<file path="src/ccm_pkg.sv">
// constants, register map and mode type shared by the compare/capture module files
package ccm_pkg;

	// bus and counter widths
	localparam int DATA_W = 8;
	localparam int ADDR_W = 3;
	localparam int COUNT_W = 16;

	// register offsets, one byte register per address
	localparam logic [ADDR_W-1:0] ADDR_CONTROL_STATUS = 3'h0;
	localparam logic [ADDR_W-1:0] ADDR_MODE_CONTROL   = 3'h1;
	localparam logic [ADDR_W-1:0] ADDR_COUNT_LOW      = 3'h2;
	localparam logic [ADDR_W-1:0] ADDR_COUNT_HIGH     = 3'h3;
	localparam logic [ADDR_W-1:0] ADDR_VALUE_LOW      = 3'h4;
	localparam logic [ADDR_W-1:0] ADDR_VALUE_HIGH     = 3'h5;

	// module_mode_control field positions
	localparam int BIT_COMPARATOR_ENABLE  = 6;
	localparam int BIT_RISING_CAPTURE     = 5;
	localparam int BIT_FALLING_CAPTURE    = 4;
	localparam int BIT_MATCH_FLAG_ENABLE  = 3;
	localparam int BIT_MATCH_TOGGLE       = 2;
	localparam int BIT_PULSE_WIDTH        = 1;
	localparam int BIT_MODULE_IRQ_ENABLE  = 0;

	// array_control_status field positions
	localparam int BIT_COUNTER_OVERFLOW   = 7;
	localparam int BIT_COUNTER_RUN        = 6;
	localparam int BIT_MODULE_EVENT_FLAG  = 0;

	// implemented bits, the rest read as zero
	localparam logic [DATA_W-1:0] MODE_IMPL_MASK    = 8'h7f;
	localparam logic [DATA_W-1:0] CONTROL_IMPL_MASK = 8'hc1;

	// reset values, counter limits and counter step
	localparam logic [DATA_W-1:0]  MODE_RESET    = 8'h00;
	localparam logic [COUNT_W-1:0] COUNT_RESET   = 16'h0000;
	localparam logic [COUNT_W-1:0] VALUE_RESET   = 16'h0000;
	localparam logic [DATA_W-1:0]  READ_IDLE     = 8'h00;
	localparam logic               PIN_RESET     = 1'b1;
	localparam logic [DATA_W-1:0]  LOW_BYTE_TOP  = 8'hff;
	localparam logic [COUNT_W-1:0] COUNT_TOP     = 16'hffff;
	localparam logic [COUNT_W-1:0] COUNT_STEP    = 16'h0001;

	// decoded module function
	typedef enum logic [2:0] {
		MODE_IDLE       = 3'b000,
		MODE_CAPTURE    = 3'b001,
		MODE_TIMER      = 3'b010,
		MODE_HIGH_SPEED = 3'b011,
		MODE_PWM        = 3'b100,
		MODE_OTHER      = 3'b101
	} mode_type;

endpackage

</file>
<file path="src/pin_edge_if.sv">
// interface between the pin edge detector and the module core
`timescale 1ns/1ps
interface pin_edge_if;
	logic raw_pin;
	logic rise_pulse;
	logic fall_pulse;

	modport detector (
		input  raw_pin,
		output rise_pulse,
		output fall_pulse
	);

	modport core (
		output raw_pin,
		input  rise_pulse,
		input  fall_pulse
	);
endinterface

</file>
<file path="src/pin_edge_detect.sv">
// two-stage synchroniser and edge detector for the module pin
`timescale 1ns/1ps
module pin_edge_detect (
	// clock and reset
	input  wire logic mclk_in,
	input  wire logic rst_n_in,
	// pin edge group
	pin_edge_if.detector edges
);

	logic meta_reg;
	logic sync_reg;
	logic last_reg;
	logic rise_reg;
	logic fall_reg;
	logic rise_next;
	logic fall_next;

	// edges are taken between the second and third stage only, never from the first
	assign rise_next = sync_reg & ~last_reg;
	assign fall_next = ~sync_reg & last_reg;

	// idle level high so a pin held high from reset gives no false edge
	always_ff @(posedge mclk_in or negedge rst_n_in) begin
		if (!rst_n_in) begin
			meta_reg <= ccm_pkg::PIN_RESET;
			sync_reg <= ccm_pkg::PIN_RESET;
			last_reg <= ccm_pkg::PIN_RESET;
			rise_reg <= 1'b0;
			fall_reg <= 1'b0;
		end else begin
			meta_reg <= edges.raw_pin;
			sync_reg <= meta_reg;
			last_reg <= sync_reg;
			rise_reg <= rise_next;
			fall_reg <= fall_next;
		end
	end

	assign edges.rise_pulse = rise_reg;
	assign edges.fall_pulse = fall_reg;

endmodule

</file>
<file path="src/compare_capture_module.sv">
// compare/capture module with its shared counter, register port and pin logic
//
// Local design decisions: strobed register access and the placing of the registers.
`timescale 1ns/1ps
module compare_capture_module (
	// clock and reset
	input  wire logic                        mclk_in,
	input  wire logic                        rst_n_in,
	// register port
	input  wire logic [ccm_pkg::ADDR_W-1:0]  reg_addr_in,
	input  wire logic [ccm_pkg::DATA_W-1:0]  reg_wdata_in,
	input  wire logic                        reg_write_in,
	input  wire logic                        reg_read_in,
	output logic      [ccm_pkg::DATA_W-1:0]  reg_rdata_out,
	// module pin, two-way
	input  wire logic                        module_pin_in,
	output logic                             module_pin_out,
	output logic                             module_pin_oe_n_out,
	// interrupt request and status
	output logic                             module_irq_out,
	output logic [2:0]                       module_function_out
);

	// registers
	logic [ccm_pkg::DATA_W-1:0]  mode_reg;
	logic [ccm_pkg::COUNT_W-1:0] counter_reg;
	logic [ccm_pkg::COUNT_W-1:0] value_reg;
	logic                        counter_run_reg;
	logic                        overflow_flag_reg;
	logic                        event_flag_reg;
	logic                        advanced_reg;
	logic                        pin_level_reg;
	logic                        pin_oe_n_reg;
	logic                        irq_reg;
	logic [ccm_pkg::DATA_W-1:0]  rdata_reg;
	ccm_pkg::mode_type           function_reg;

	// next values
	logic [ccm_pkg::DATA_W-1:0]  mode_next;
	logic [ccm_pkg::COUNT_W-1:0] counter_next;
	logic [ccm_pkg::COUNT_W-1:0] value_next;
	logic                        counter_run_next;
	logic                        overflow_flag_next;
	logic                        event_flag_next;
	logic                        advanced_next;
	logic                        pin_level_next;
	logic                        pin_oe_n_next;
	logic                        irq_next;
	logic [ccm_pkg::DATA_W-1:0]  rdata_next;
	ccm_pkg::mode_type           function_next;

	// mode fields
	logic comparator_enable;
	logic rising_capture_enable;
	logic falling_capture_enable;
	logic match_flag_enable;
	logic match_toggle_enable;
	logic pulse_width_enable;
	logic module_irq_enable;

	// decoded functions
	logic capture_mode;
	logic timer_mode;
	logic high_speed_mode;
	logic pwm_mode;

	// events and counter steps
	logic capture_event;
	logic match_event;
	logic counter_advance;
	logic low_byte_wrap;
	logic full_wrap;

	// pin output control
	logic pwm_level;
	logic drive_pin;

	// address selects
	logic control_sel;
	logic mode_sel;
	logic count_low_sel;
	logic count_high_sel;
	logic value_low_sel;
	logic value_high_sel;

	// bus decode
	logic write_control;
	logic write_mode;
	logic write_count_low;
	logic write_count_high;
	logic write_value_low;
	logic write_value_high;
	logic count_written;
	logic [ccm_pkg::DATA_W-1:0] control_view;
	logic [ccm_pkg::DATA_W-1:0] read_value;

	// pin edge detection; two sync stages plus the edge stage put a capture
	// about three clocks behind the pin, so the captured count lags by that much
	pin_edge_if pin_edges ();

	assign pin_edges.raw_pin = module_pin_in;

	pin_edge_detect edge_unit (
		.mclk_in  (mclk_in),
		.rst_n_in (rst_n_in),
		.edges    (pin_edges)
	);

	// mode fields straight from the mode register
	assign comparator_enable      = mode_reg[ccm_pkg::BIT_COMPARATOR_ENABLE];
	assign rising_capture_enable  = mode_reg[ccm_pkg::BIT_RISING_CAPTURE];
	assign falling_capture_enable = mode_reg[ccm_pkg::BIT_FALLING_CAPTURE];
	assign match_flag_enable      = mode_reg[ccm_pkg::BIT_MATCH_FLAG_ENABLE];
	assign match_toggle_enable    = mode_reg[ccm_pkg::BIT_MATCH_TOGGLE];
	assign pulse_width_enable     = mode_reg[ccm_pkg::BIT_PULSE_WIDTH];
	assign module_irq_enable      = mode_reg[ccm_pkg::BIT_MODULE_IRQ_ENABLE];

	// function decode following the mode table
	assign capture_mode = (rising_capture_enable | falling_capture_enable) & ~match_flag_enable
		& ~match_toggle_enable & ~pulse_width_enable;
	assign timer_mode = comparator_enable & match_flag_enable & ~match_toggle_enable
		& ~pulse_width_enable & ~rising_capture_enable & ~falling_capture_enable;
	assign high_speed_mode = comparator_enable & match_flag_enable & match_toggle_enable
		& ~pulse_width_enable & ~rising_capture_enable & ~falling_capture_enable;
	assign pwm_mode = comparator_enable & pulse_width_enable & ~rising_capture_enable
		& ~falling_capture_enable & ~match_flag_enable & ~match_toggle_enable & ~module_irq_enable;

	// status code; the four settings exclude one another, so the chain order is free
	assign function_next = pwm_mode        ? ccm_pkg::MODE_PWM :
	                       high_speed_mode ? ccm_pkg::MODE_HIGH_SPEED :
	                       timer_mode      ? ccm_pkg::MODE_TIMER :
	                       capture_mode    ? ccm_pkg::MODE_CAPTURE :
	                       (mode_reg == ccm_pkg::MODE_RESET) ? ccm_pkg::MODE_IDLE : ccm_pkg::MODE_OTHER;

	// address selects; one compare per register, shared by the write and read decode
	assign control_sel    = (reg_addr_in == ccm_pkg::ADDR_CONTROL_STATUS);
	assign mode_sel       = (reg_addr_in == ccm_pkg::ADDR_MODE_CONTROL);
	assign count_low_sel  = (reg_addr_in == ccm_pkg::ADDR_COUNT_LOW);
	assign count_high_sel = (reg_addr_in == ccm_pkg::ADDR_COUNT_HIGH);
	assign value_low_sel  = (reg_addr_in == ccm_pkg::ADDR_VALUE_LOW);
	assign value_high_sel = (reg_addr_in == ccm_pkg::ADDR_VALUE_HIGH);

	// register write strobes; unmapped addresses hit no select and are ignored
	assign write_control    = reg_write_in & control_sel;
	assign write_mode       = reg_write_in & mode_sel;
	assign write_count_low  = reg_write_in & count_low_sel;
	assign write_count_high = reg_write_in & count_high_sel;
	assign write_value_low  = reg_write_in & value_low_sel;
	assign write_value_high = reg_write_in & value_high_sel;
	assign count_written    = write_count_low | write_count_high;

	// shared counter: a software write to either byte takes the place of that cycle's step
	assign counter_advance = counter_run_reg & ~count_written;
	assign low_byte_wrap   = counter_advance & (counter_reg[7:0] == ccm_pkg::LOW_BYTE_TOP);
	assign full_wrap       = counter_advance & (counter_reg == ccm_pkg::COUNT_TOP);

	assign counter_next = write_count_low  ? {counter_reg[15:8], reg_wdata_in} :
	                      write_count_high ? {reg_wdata_in, counter_reg[7:0]} :
	                      counter_advance  ? counter_reg + ccm_pkg::COUNT_STEP : counter_reg;
	assign advanced_next = counter_advance;

	// one compare per step, on the value the counter has just reached;
	// a software write that lands on the compare value is not a step and gives no match
	assign match_event = advanced_reg & comparator_enable & (counter_reg == value_reg);

	// capture trigger, only in a pure capture setting
	assign capture_event = capture_mode & ((rising_capture_enable & pin_edges.rise_pulse)
		| (falling_capture_enable & pin_edges.fall_pulse));

	// module value: capture wins over a software write in the same cycle;
	// the pwm reload copies value high into value low at each low byte wrap, so duty changes glitch free
	assign value_next = capture_event    ? counter_reg :
	                    (pwm_mode & low_byte_wrap) ? {value_reg[15:8], value_reg[15:8]} :
	                    write_value_low  ? {value_reg[15:8], reg_wdata_in} :
	                    write_value_high ? {reg_wdata_in, value_reg[7:0]} : value_reg;

	// flags: a hardware set wins over a software clear in the same cycle;
	// software may write either level, only the hardware set outranks it
	assign event_flag_next = capture_event | (match_event & match_flag_enable)
		| (write_control ? reg_wdata_in[ccm_pkg::BIT_MODULE_EVENT_FLAG] : event_flag_reg);
	assign overflow_flag_next = full_wrap
		| (write_control ? reg_wdata_in[ccm_pkg::BIT_COUNTER_OVERFLOW] : overflow_flag_reg);
	assign counter_run_next = write_control ? reg_wdata_in[ccm_pkg::BIT_COUNTER_RUN] : counter_run_reg;
	assign mode_next = write_mode ? (reg_wdata_in & ccm_pkg::MODE_IMPL_MASK) : mode_reg;

	// interrupt request follows the flag, gated by its enable
	assign irq_next = event_flag_reg & module_irq_enable;

	// pwm: low while counter low byte is under the duty byte, high at or above
	assign pwm_level = (counter_next[7:0] >= value_next[7:0]);

	// pin drive: pwm level, or toggle on each match; otherwise released for capture input,
	// so an outside driver owns the pin in every capture or idle setting
	assign drive_pin      = pwm_mode | (comparator_enable & match_toggle_enable);
	assign pin_oe_n_next  = ~drive_pin;
	assign pin_level_next = pwm_mode ? pwm_level :
	                        (match_event & match_toggle_enable) ? ~pin_level_reg : pin_level_reg;

	// read side; unmapped addresses and idle cycles return zero
	// read data is registered, so it stands only in the cycle after the strobe
	assign control_view = {overflow_flag_reg, counter_run_reg, 5'h00, event_flag_reg} & ccm_pkg::CONTROL_IMPL_MASK;
	assign read_value = control_sel    ? control_view :
	                    mode_sel       ? mode_reg :
	                    count_low_sel  ? counter_reg[7:0] :
	                    count_high_sel ? counter_reg[15:8] :
	                    value_low_sel  ? value_reg[7:0] :
	                    value_high_sel ? value_reg[15:8] : ccm_pkg::READ_IDLE;
	assign rdata_next = reg_read_in ? read_value : ccm_pkg::READ_IDLE;

	// software-owned bits: mode byte and counter run control
	always_ff @(posedge mclk_in or negedge rst_n_in) begin
		if (!rst_n_in) begin
			mode_reg        <= ccm_pkg::MODE_RESET;
			counter_run_reg <= 1'b0;
		end else begin
			mode_reg        <= mode_next;
			counter_run_reg <= counter_run_next;
		end
	end

	// shared counter and its step marker, which paces the compare
	always_ff @(posedge mclk_in or negedge rst_n_in) begin
		if (!rst_n_in) begin
			counter_reg  <= ccm_pkg::COUNT_RESET;
			advanced_reg <= 1'b0;
		end else begin
			counter_reg  <= counter_next;
			advanced_reg <= advanced_next;
		end
	end

	// module value bytes, loaded by software, capture or the pwm reload
	always_ff @(posedge mclk_in or negedge rst_n_in) begin
		if (!rst_n_in) begin
			value_reg <= ccm_pkg::VALUE_RESET;
		end else begin
			value_reg <= value_next;
		end
	end

	// status flags; set and clear priority is settled in the next-value logic
	always_ff @(posedge mclk_in or negedge rst_n_in) begin
		if (!rst_n_in) begin
			overflow_flag_reg <= 1'b0;
			event_flag_reg    <= 1'b0;
		end else begin
			overflow_flag_reg <= overflow_flag_next;
			event_flag_reg    <= event_flag_next;
		end
	end

	// pin output flops; pin released until a driving mode is chosen
	always_ff @(posedge mclk_in or negedge rst_n_in) begin
		if (!rst_n_in) begin
			pin_level_reg <= ccm_pkg::PIN_RESET;
			pin_oe_n_reg  <= 1'b1;
		end else begin
			pin_level_reg <= pin_level_next;
			pin_oe_n_reg  <= pin_oe_n_next;
		end
	end

	// interrupt request flop, one cycle behind the flag
	always_ff @(posedge mclk_in or negedge rst_n_in) begin
		if (!rst_n_in) begin
			irq_reg <= 1'b0;
		end else begin
			irq_reg <= irq_next;
		end
	end

	// read data and function status flops
	always_ff @(posedge mclk_in or negedge rst_n_in) begin
		if (!rst_n_in) begin
			rdata_reg    <= ccm_pkg::READ_IDLE;
			function_reg <= ccm_pkg::MODE_IDLE;
		end else begin
			rdata_reg    <= rdata_next;
			function_reg <= function_next;
		end
	end

	assign module_pin_out      = pin_level_reg;
	assign module_pin_oe_n_out = pin_oe_n_reg;
	assign module_irq_out      = irq_reg;
	assign reg_rdata_out       = rdata_reg;
	assign module_function_out = function_reg;

endmodule

</file>
<file path="config.mk">
export PLATFORM = sky130hd
export DESIGN_NAME = compare_capture_module
export DESIGN_NICKNAME = d
export VERILOG_FILES = /design/src/ccm_pkg.sv /design/src/pin_edge_if.sv /design/src/pin_edge_detect.sv /design/src/compare_capture_module.sv
export SDC_FILE = /design/constraint.sdc
export NUM_CORES = 1
export LEC_CHECK = 0
export ABC_AREA = 1
export BUFFER_PORTS_ARGS = -buffer_cell sky130_fd_sc_hd__buf_4
export CORE_MARGIN = 4
export CORE_UTILIZATION = 40
export CTS_CLUSTER_DIAMETER = 60
export DETAILED_ROUTE_END_ITERATION = 8
export PLACE_DENSITY = 0.53
export REMOVE_ABC_BUFFERS = 1
export SYNTH_ARGS = -nofsm -noshare
export SYNTH_HDL_FRONTEND = slang
export SYNTH_HIERARCHICAL = 1
export SYNTH_SLANG_ARGS = --single-unit
</file>
<file path="constraint.sdc">
create_clock -name mclk_in -period 4.25 [get_ports mclk_in]
set_clock_uncertainty 0.2 [all_clocks]
set_input_delay 0 -clock mclk_in [delete_from_list [all_inputs] [get_ports mclk_in]]
set_output_delay 0 -clock mclk_in [all_outputs]
set_load 0.03 [all_outputs]
</file>
==> results.json, run 1 <==
{
  "synth_edf_count": 0,
  "status": "finished, final reports clean",
  "final.setup.tns_ns": 0,
  "utilization_pct": 48.9,
  "placedInstanceArea_um2": 4150,
  "max_freq_ghz": 0.326,
  "cts_tree": "built",
  "ant_nets": 0,
  "finalWirelength_mm": 12.2,
  "vias_per_cell": 5.24,
  "cap_violations": 0,
  "p_leak_nw": 2.36,
  "layout-drive-gt1-share_pct": 12.5,
  "startpoint_type": "primary input",
  "rrSetupSlack_ns": 1.18,
  "worstHoldStart": "reg_addr_in[2]",
  "worst_ir_drop_vdd_uv": 265,
  "hpwlAfterDp_mm": 8.94,
  "grt_pass1_vias": 3418,
  "reg2reg_to": "module_pin_out",
  "vias": 3745,
  "cts_root_buf": "clkbuf_8",
  "power_density_nw_per_um2": 599,
  "hp-class": "primary input to flip-flop",
  "hold_end": "reg_rdata_out[2]",
  "period_share_pct": 72.2,
  "ctsHoldBuffers": 14,
  "max-slew-margin-rel_pct": 47.0,
  "wl_per_cell_um": 17.1,
  "crit_required_ns": 4.35,
  "die_h_um": 106,
  "path_cells": "dlygate4sd3_1 > buf_4 > nor2_1 > nand2_1 > inv_1 > nand2_1 > o21ai_0 > nand2_1 > nand3_1 > o21ai_0 > ha_1 > inv_1 > a21oi_1 > o21ai_0 > nand2_1 > nand3_1 > nand2_1 > nand2_1 > nand2_1 > nand2_1",
  "critPathTopFamily": "simple AND/OR/NAND/NOR gates",
  "clk_latency_ns": 0.35,
  "ys_async_sr_fraction_pct": 100,
  "routabilityCongestion": 0.938,
  "grt_usage_pct": 22.6,
  "firstDrtPassIters": 5,
  "area_delta_synth_final_pct": 18.3,
  "rsz0062_at_grt": "no",
  "timing.rr.start": "counter_reg[0]",
  "ios": 30,
  "cp_num_buf_inv": 4,
  "num_rows": 35,
  "cts_resized": 0,
  "ys_seq_elements": 62,
  "critPathMaxFanout": 24,
  "endpoint_kind": "flip-flop",
  "drc": 0,
  "worst_pin_slew_ns": 0.795,
  "yosysWarnings": 6,
  "coreArea_um2": 9280,
  "cp.arrival_ns": 3.17,
  "diodes": 0,
  "cts_sinks": 62,
  "max_stage_delay_ns": 0.54,
  "grt_pass1_wl_mm": 19.3,
  "cp_slowest_cell": "dlygate4sd3_1",
  "netlist_instances": 539,
  "netlist_area_um2": 3840,
  "overflow": 0,
  "whs_ns": 0.0464,
  "holdPathStages": 7,
  "cpMostUsedCell": "nand2_1",
  "hold_violations": 0,
  "numCtsBuffers": 9,
  "syn_area_per_cell_um2": 7.12,
  "reg2reg_depth": 19,
  "critPathKind": "primary input to flip-flop",
  "drv_slew": 0,
  "grt_max_degree": 63,
  "antenna_found_initial": 0,
  "numPortBuffers": 29,
  "initial_core_util_pct": 41.3,
  "drt_iter0_markers": 289,
  "cts_buffer_depth": 2,
  "die_w_um": 106,
  "yosysSeqAreaShare_pct": 40.6,
  "synth_ff_type": "dfrtp_1",
  "final_area_um2": 4540,
  "fill_cells": 976,
  "yosysUniqueCellTypes": 35,
  "post_cts_buffers": 0,
  "final_nets": 606,
  "cts_max_level": 3,
  "setup_viol": 0,
  "clk_pin_slew_ns": 0.07,
  "period_minus_slack_ns": 3.07,
  "dieArea_um2": 11200
}
[placed cells by master, fill, tap and decap left out, types with 10 or more instances in the layout]
| master | n |
|---|---|
| inv_1 | 73 |
| nand2_1 | 179 |
| buf_4 | 30 |
| o211ai_1 | 10 |
| dfrtp_1 | 57 |
| a21oi_1 | 28 |
| dlygate4sd3_1 | 14 |
| nor2_1 | 31 |
| xor2_1 | 11 |
| o21ai_0 | 38 |
| nand3_1 | 25 |
| clkbuf_8 | 10 |
[worst max path at each step]
stage / from / cells after the start / to
after floorplan: counter_reg[1] / 19 / module_pin_out
after global placement: counter_reg[0] / 19 / module_pin_out
after detailed placement: counter_reg[0] / 19 / module_pin_out
after CTS: counter_reg[0] / 19 / module_pin_out
after global routing: reg_addr_in[0] / 23 / module_pin_out
final: reg_addr_in[0] / 20 / module_pin_out
[synth_stat cells (3+ instances only)]
cell type | count | area share, %
nor2_2 | 3 | 0.49
nor2_1 | 31 | 3.0
buf_4 | 3 | 0.59
clkbuf_1 | 4 | 0.39
nor3_1 | 3 | 0.39
nor4_1 | 3 | 0.49
nand3_1 | 25 | 3.3
inv_1 | 73 | 7.1
nand4_1 | 9 | 1.5
xor2_1 | 11 | 2.5
ha_1 | 9 | 2.9
o21ai_0 | 38 | 5.0
o221ai_1 | 9 | 2.1
inv_2 | 8 | 0.78
nand2_1 | 179 | 18
a21oi_1 | 28 | 3.7
nand2_2 | 8 | 1.3
buf_2 | 5 | 0.65
o22ai_1 | 5 | 0.81
dfstp_2 | 5 | 3.4
o211ai_1 | 10 | 2.0
dfrtp_1 | 57 | 37
[area by class of cell]
class	count	area, um^2	share of cell area, %
well taps	129	161	3.56
multi-input cells	383	1900	41.9
clock buffers	11	141	3.11
repair buffers	44	365	8.05
flip-flops and latches	62	1560	34.3
clock inverters	5	106	2.34
inverters	81	304	6.70
[stage by stage]
stage	cells	setup slack (ns)	power (mW)
global placement	685	1.19	2.04
global route	715	0.784	2.93
detailed placement	685	1.18	2.04
CTS	715	1.15	2.72
finish	715	1.18	2.72
floorplan	526	1.62	1.68
[worst min-delay path, stage by stage]
cell	delay, ns
buf_4	0.13
nand3_1	0.08
o211ai_1	0.08
o21ai_0	0.08
nand2_1	0.07
o21ai_0	0.07
nor2_1	0.04
[metal layers]
layer	share of wire (%)	vias up	track usage, %
met1	47	1726	33.5
met2	44	170	33.5
li1	-	1824	-
met3	7.1	25	3.40
met5	0	-	0
met4	2.1	0	7.86
[kinds of logic (layout without fill, tap and decap cells)]
logic type,count (synthesis),count (layout),synth area share (%)
AOI/OAI and AO/OA,96,96,14.6
DFF,62,62,40.6
xor gates and xnor gates,11,11,2.51
muxes,1,1,0.261
and+or+nand+nor,266,266,29.3
adders and majority gates,9,9,2.93
buffers and inverters,94,141,9.84
[power breakdown]
group | internal [mW] | switching (mW)
sequential | 0.776 | 0.272
clock | 0.407 | 0.252
combinational | 0.376 | 0.637
total | 1.56 | 1.16
Power figures use the tool's default switching activity.
==> run 2, diff against run 1 <==
Settings changed: PLACE_DENSITY 0.53 to 0.55.
Clock period 4.25 ns to 2.8 ns, I/O delays scaled along.
==> run 2 against run 1 <==
Against the previous run: first-iteration DRC count grew 4.8%; via count increased by 3.7%; non-clock buffer count up 31; core utilization up 4.3 points; critical path type is now flip-flop to flip-flop; flip-flop and latch count stayed put; final cell count rose by 4.5%; combinational power increased by 99%; die area unchanged; critical path depth decreased by 6; global-route usage is 0.56 points higher; largest power group is now combinational logic.
==> results.json, run 2 (synthesized netlist as in run 1, its figures left out) <==
{
  "clk_pin_slew_ns": 0.07,
  "layout.cells.non_filler": 747,
  "drv_slew": 0,
  "power_density_nw_per_um2": 890,
  "layout-drive-gt1-share_pct": 21.0,
  "p_sw_share_pct": 44.6,
  "drc": 0,
  "area_delta_synth_final_pct": 28.7,
  "cts_sinks": 62,
  "critPathKind": "flip-flop to flip-flop",
  "crit_cells": 14,
  "finalPower_mw": 4.39,
  "grt_usage_pct": 23.2,
  "ios": 30,
  "num_rows": 35,
  "antenna_found_initial": 0,
  "cap_violations": 0,
  "grt_max_degree": 63,
  "vias": 3883,
  "die_w_um": 106,
  "fill_cells": 924,
  "p_int_mw": 2.44,
  "numCtsBuffers": 9,
  "startpoint": "counter_reg[1]",
  "power_frac_comb_pct": 45.6,
  "reg2reg_to": "module_pin_out",
  "timing.rr.start": "counter_reg[1]",
  "worst_pin_slew_ns": 0.811,
  "utilization_pct": 53.2,
  "critPathMaxFanout": 5,
  "reg2reg_depth": 14,
  "clk_latency_ns": 0.35,
  "period_share_pct": 97.2,
  "grt_pass1_wl_mm": 19.8,
  "critPathTopFamily": "simple AND/OR/NAND/NOR gates",
  "routabilityCongestion": 0.967,
  "cts_buffer_depth": 2,
  "p_leak_nw": 2.53,
  "rrSetupSlack_ns": 0.08,
  "period_minus_slack_ns": 2.72,
  "whs_ns": 0.0601,
  "layout_commonest_cell": "nand2_1",
  "cp_num_buf_inv": 1,
  "cts_tree": "built",
  "max_stage_delay_ns": 0.39,
  "cts_root_buf": "clkbuf_8",
  "cpMostUsedCell": "nand2_1",
  "vias_per_cell": 5.20,
  "overflow": 0,
  "final_area_um2": 4940,
  "max_freq_ghz": 0.367,
  "cp.arrival_ns": 2.81,
  "firstDrtPassIters": 5,
  "path_cells": "buf_4 > nand3_1 > nor2_1 > nand4_1 > xor2_1 > o21ai_0 > ha_4 > a21oi_2 > o21a_1 > nand3_1 > nand2_1 > nand2_1 > nand2_1 > nand2_1",
  "p_switching_mw": 1.96,
  "max-slew-margin-rel_pct": 45.9,
  "numPortBuffers": 29,
  "startpoint_type": "flip-flop",
  "ant_nets": 0,
  "die_h_um": 106,
  "grt_pass1_vias": 3643,
  "coreArea_um2": 9280,
  "wl_per_cell_um": 17.1,
  "cp_slowest_cell": "dfrtp_1",
  "placedInstanceArea_um2": 4340,
  "status": "finished, final reports clean",
  "cts_max_level": 3,
  "hold_violations": 0,
  "diodes": 0,
  "seqPwrFrac_pct": 35.4,
  "dp.cells": 708,
  "crit_required_ns": 2.89,
  "hpwlAfterDp_mm": 9.28,
  "dieArea_um2": 11200,
  "drt_iter0_markers": 303,
  "initial_core_util_pct": 41.3,
  "mostFrequentLayoutCells": "169 x nand2_1, 71 x inv_1, 56 x dfrtp_1, 56 x buf_4, 36 x o21ai_0",
  "setup_viol": 0,
  "endpoint_kind": "flip-flop",
  "worst_ir_drop_vdd_uv": 583,
  "critPathCapture": "module_pin_out",
  "rsz0062_at_grt": "yes",
  "hp-class": "primary input to asynchronous set/reset pin",
  "final_nets": 638,
  "finalWirelength_mm": 12.8,
  "pwr-share-clk_pct": 19.0
}
==> run 2: final cells by class <==
type	count	area (um^2)	area share, %
clock inverter	6	71.3	1.44
sequential	62	1560	31.6
clock buffer	10	138	2.79
timing repair buffer	75	633	12.8
inverter	81	308	6.23
tap	129	161	3.27
multi-input combinational	384	2070	41.9
==> run 2: power by group through the flow <==
| stage | logic [mW] | registers, mW | clock network (mW) |
|---|---|---|---|
| floorplan | 1.06 | 1.50 | 0 |
| global placement | 1.65 | 1.54 | 0 |
| detailed placement | 1.66 | 1.54 | 0 |
| CTS | 1.69 | 1.52 | 0.851 |
| global route | 2.24 | 1.58 | 0.897 |
| finish | 2.01 | 1.55 | 0.834 |
==> run 2: metal layers <==
layer / vias up / part of all wire [%] / track usage, %
li1: 1893 / - / -
met1: 1780 / 45 / 33.0
met2: 187 / 45 / 34.1
met3: 23 / 7.8 / 5.89
met4: 0 / 2.3 / 8.05
met5: - / 0 / 0
==> run 2: timing repair <==
item / in CTS / in global routing
hold endpoints to repair: 110 / 0
gates resized for setup: 0 / 39
buffers inserted: 0 / 7
endpoints found under the setup margin: 0 / 1
hold buffers: 15 / 0
==> run 2: how the worst min path moves through the flow <==
stage	cells past startpoint	startpoint	end
final	2	rst_n_in	counter_reg[13]
after global routing	2	module_pin_in	edge_unit/meta_reg
after CTS	2	module_pin_in	edge_unit/meta_reg
after detailed placement	1	module_pin_in	edge_unit/meta_reg
after global placement	1	module_pin_in	edge_unit/meta_reg
after floorplan	0	rst_n_in	advanced_reg
==> run 2: through the flow <==
stage / setup slack [ns] / setup TNS (ns)
2_1_floorplan: 0.170 / 0
3_3_place_gp: 0.0182 / 0
3_5_place_dp: 0.0455 / 0
4_1_cts: 0.0149 / 0
5_1_grt: -0.0795 / -0.0795
6_report: 0.0786 / 0
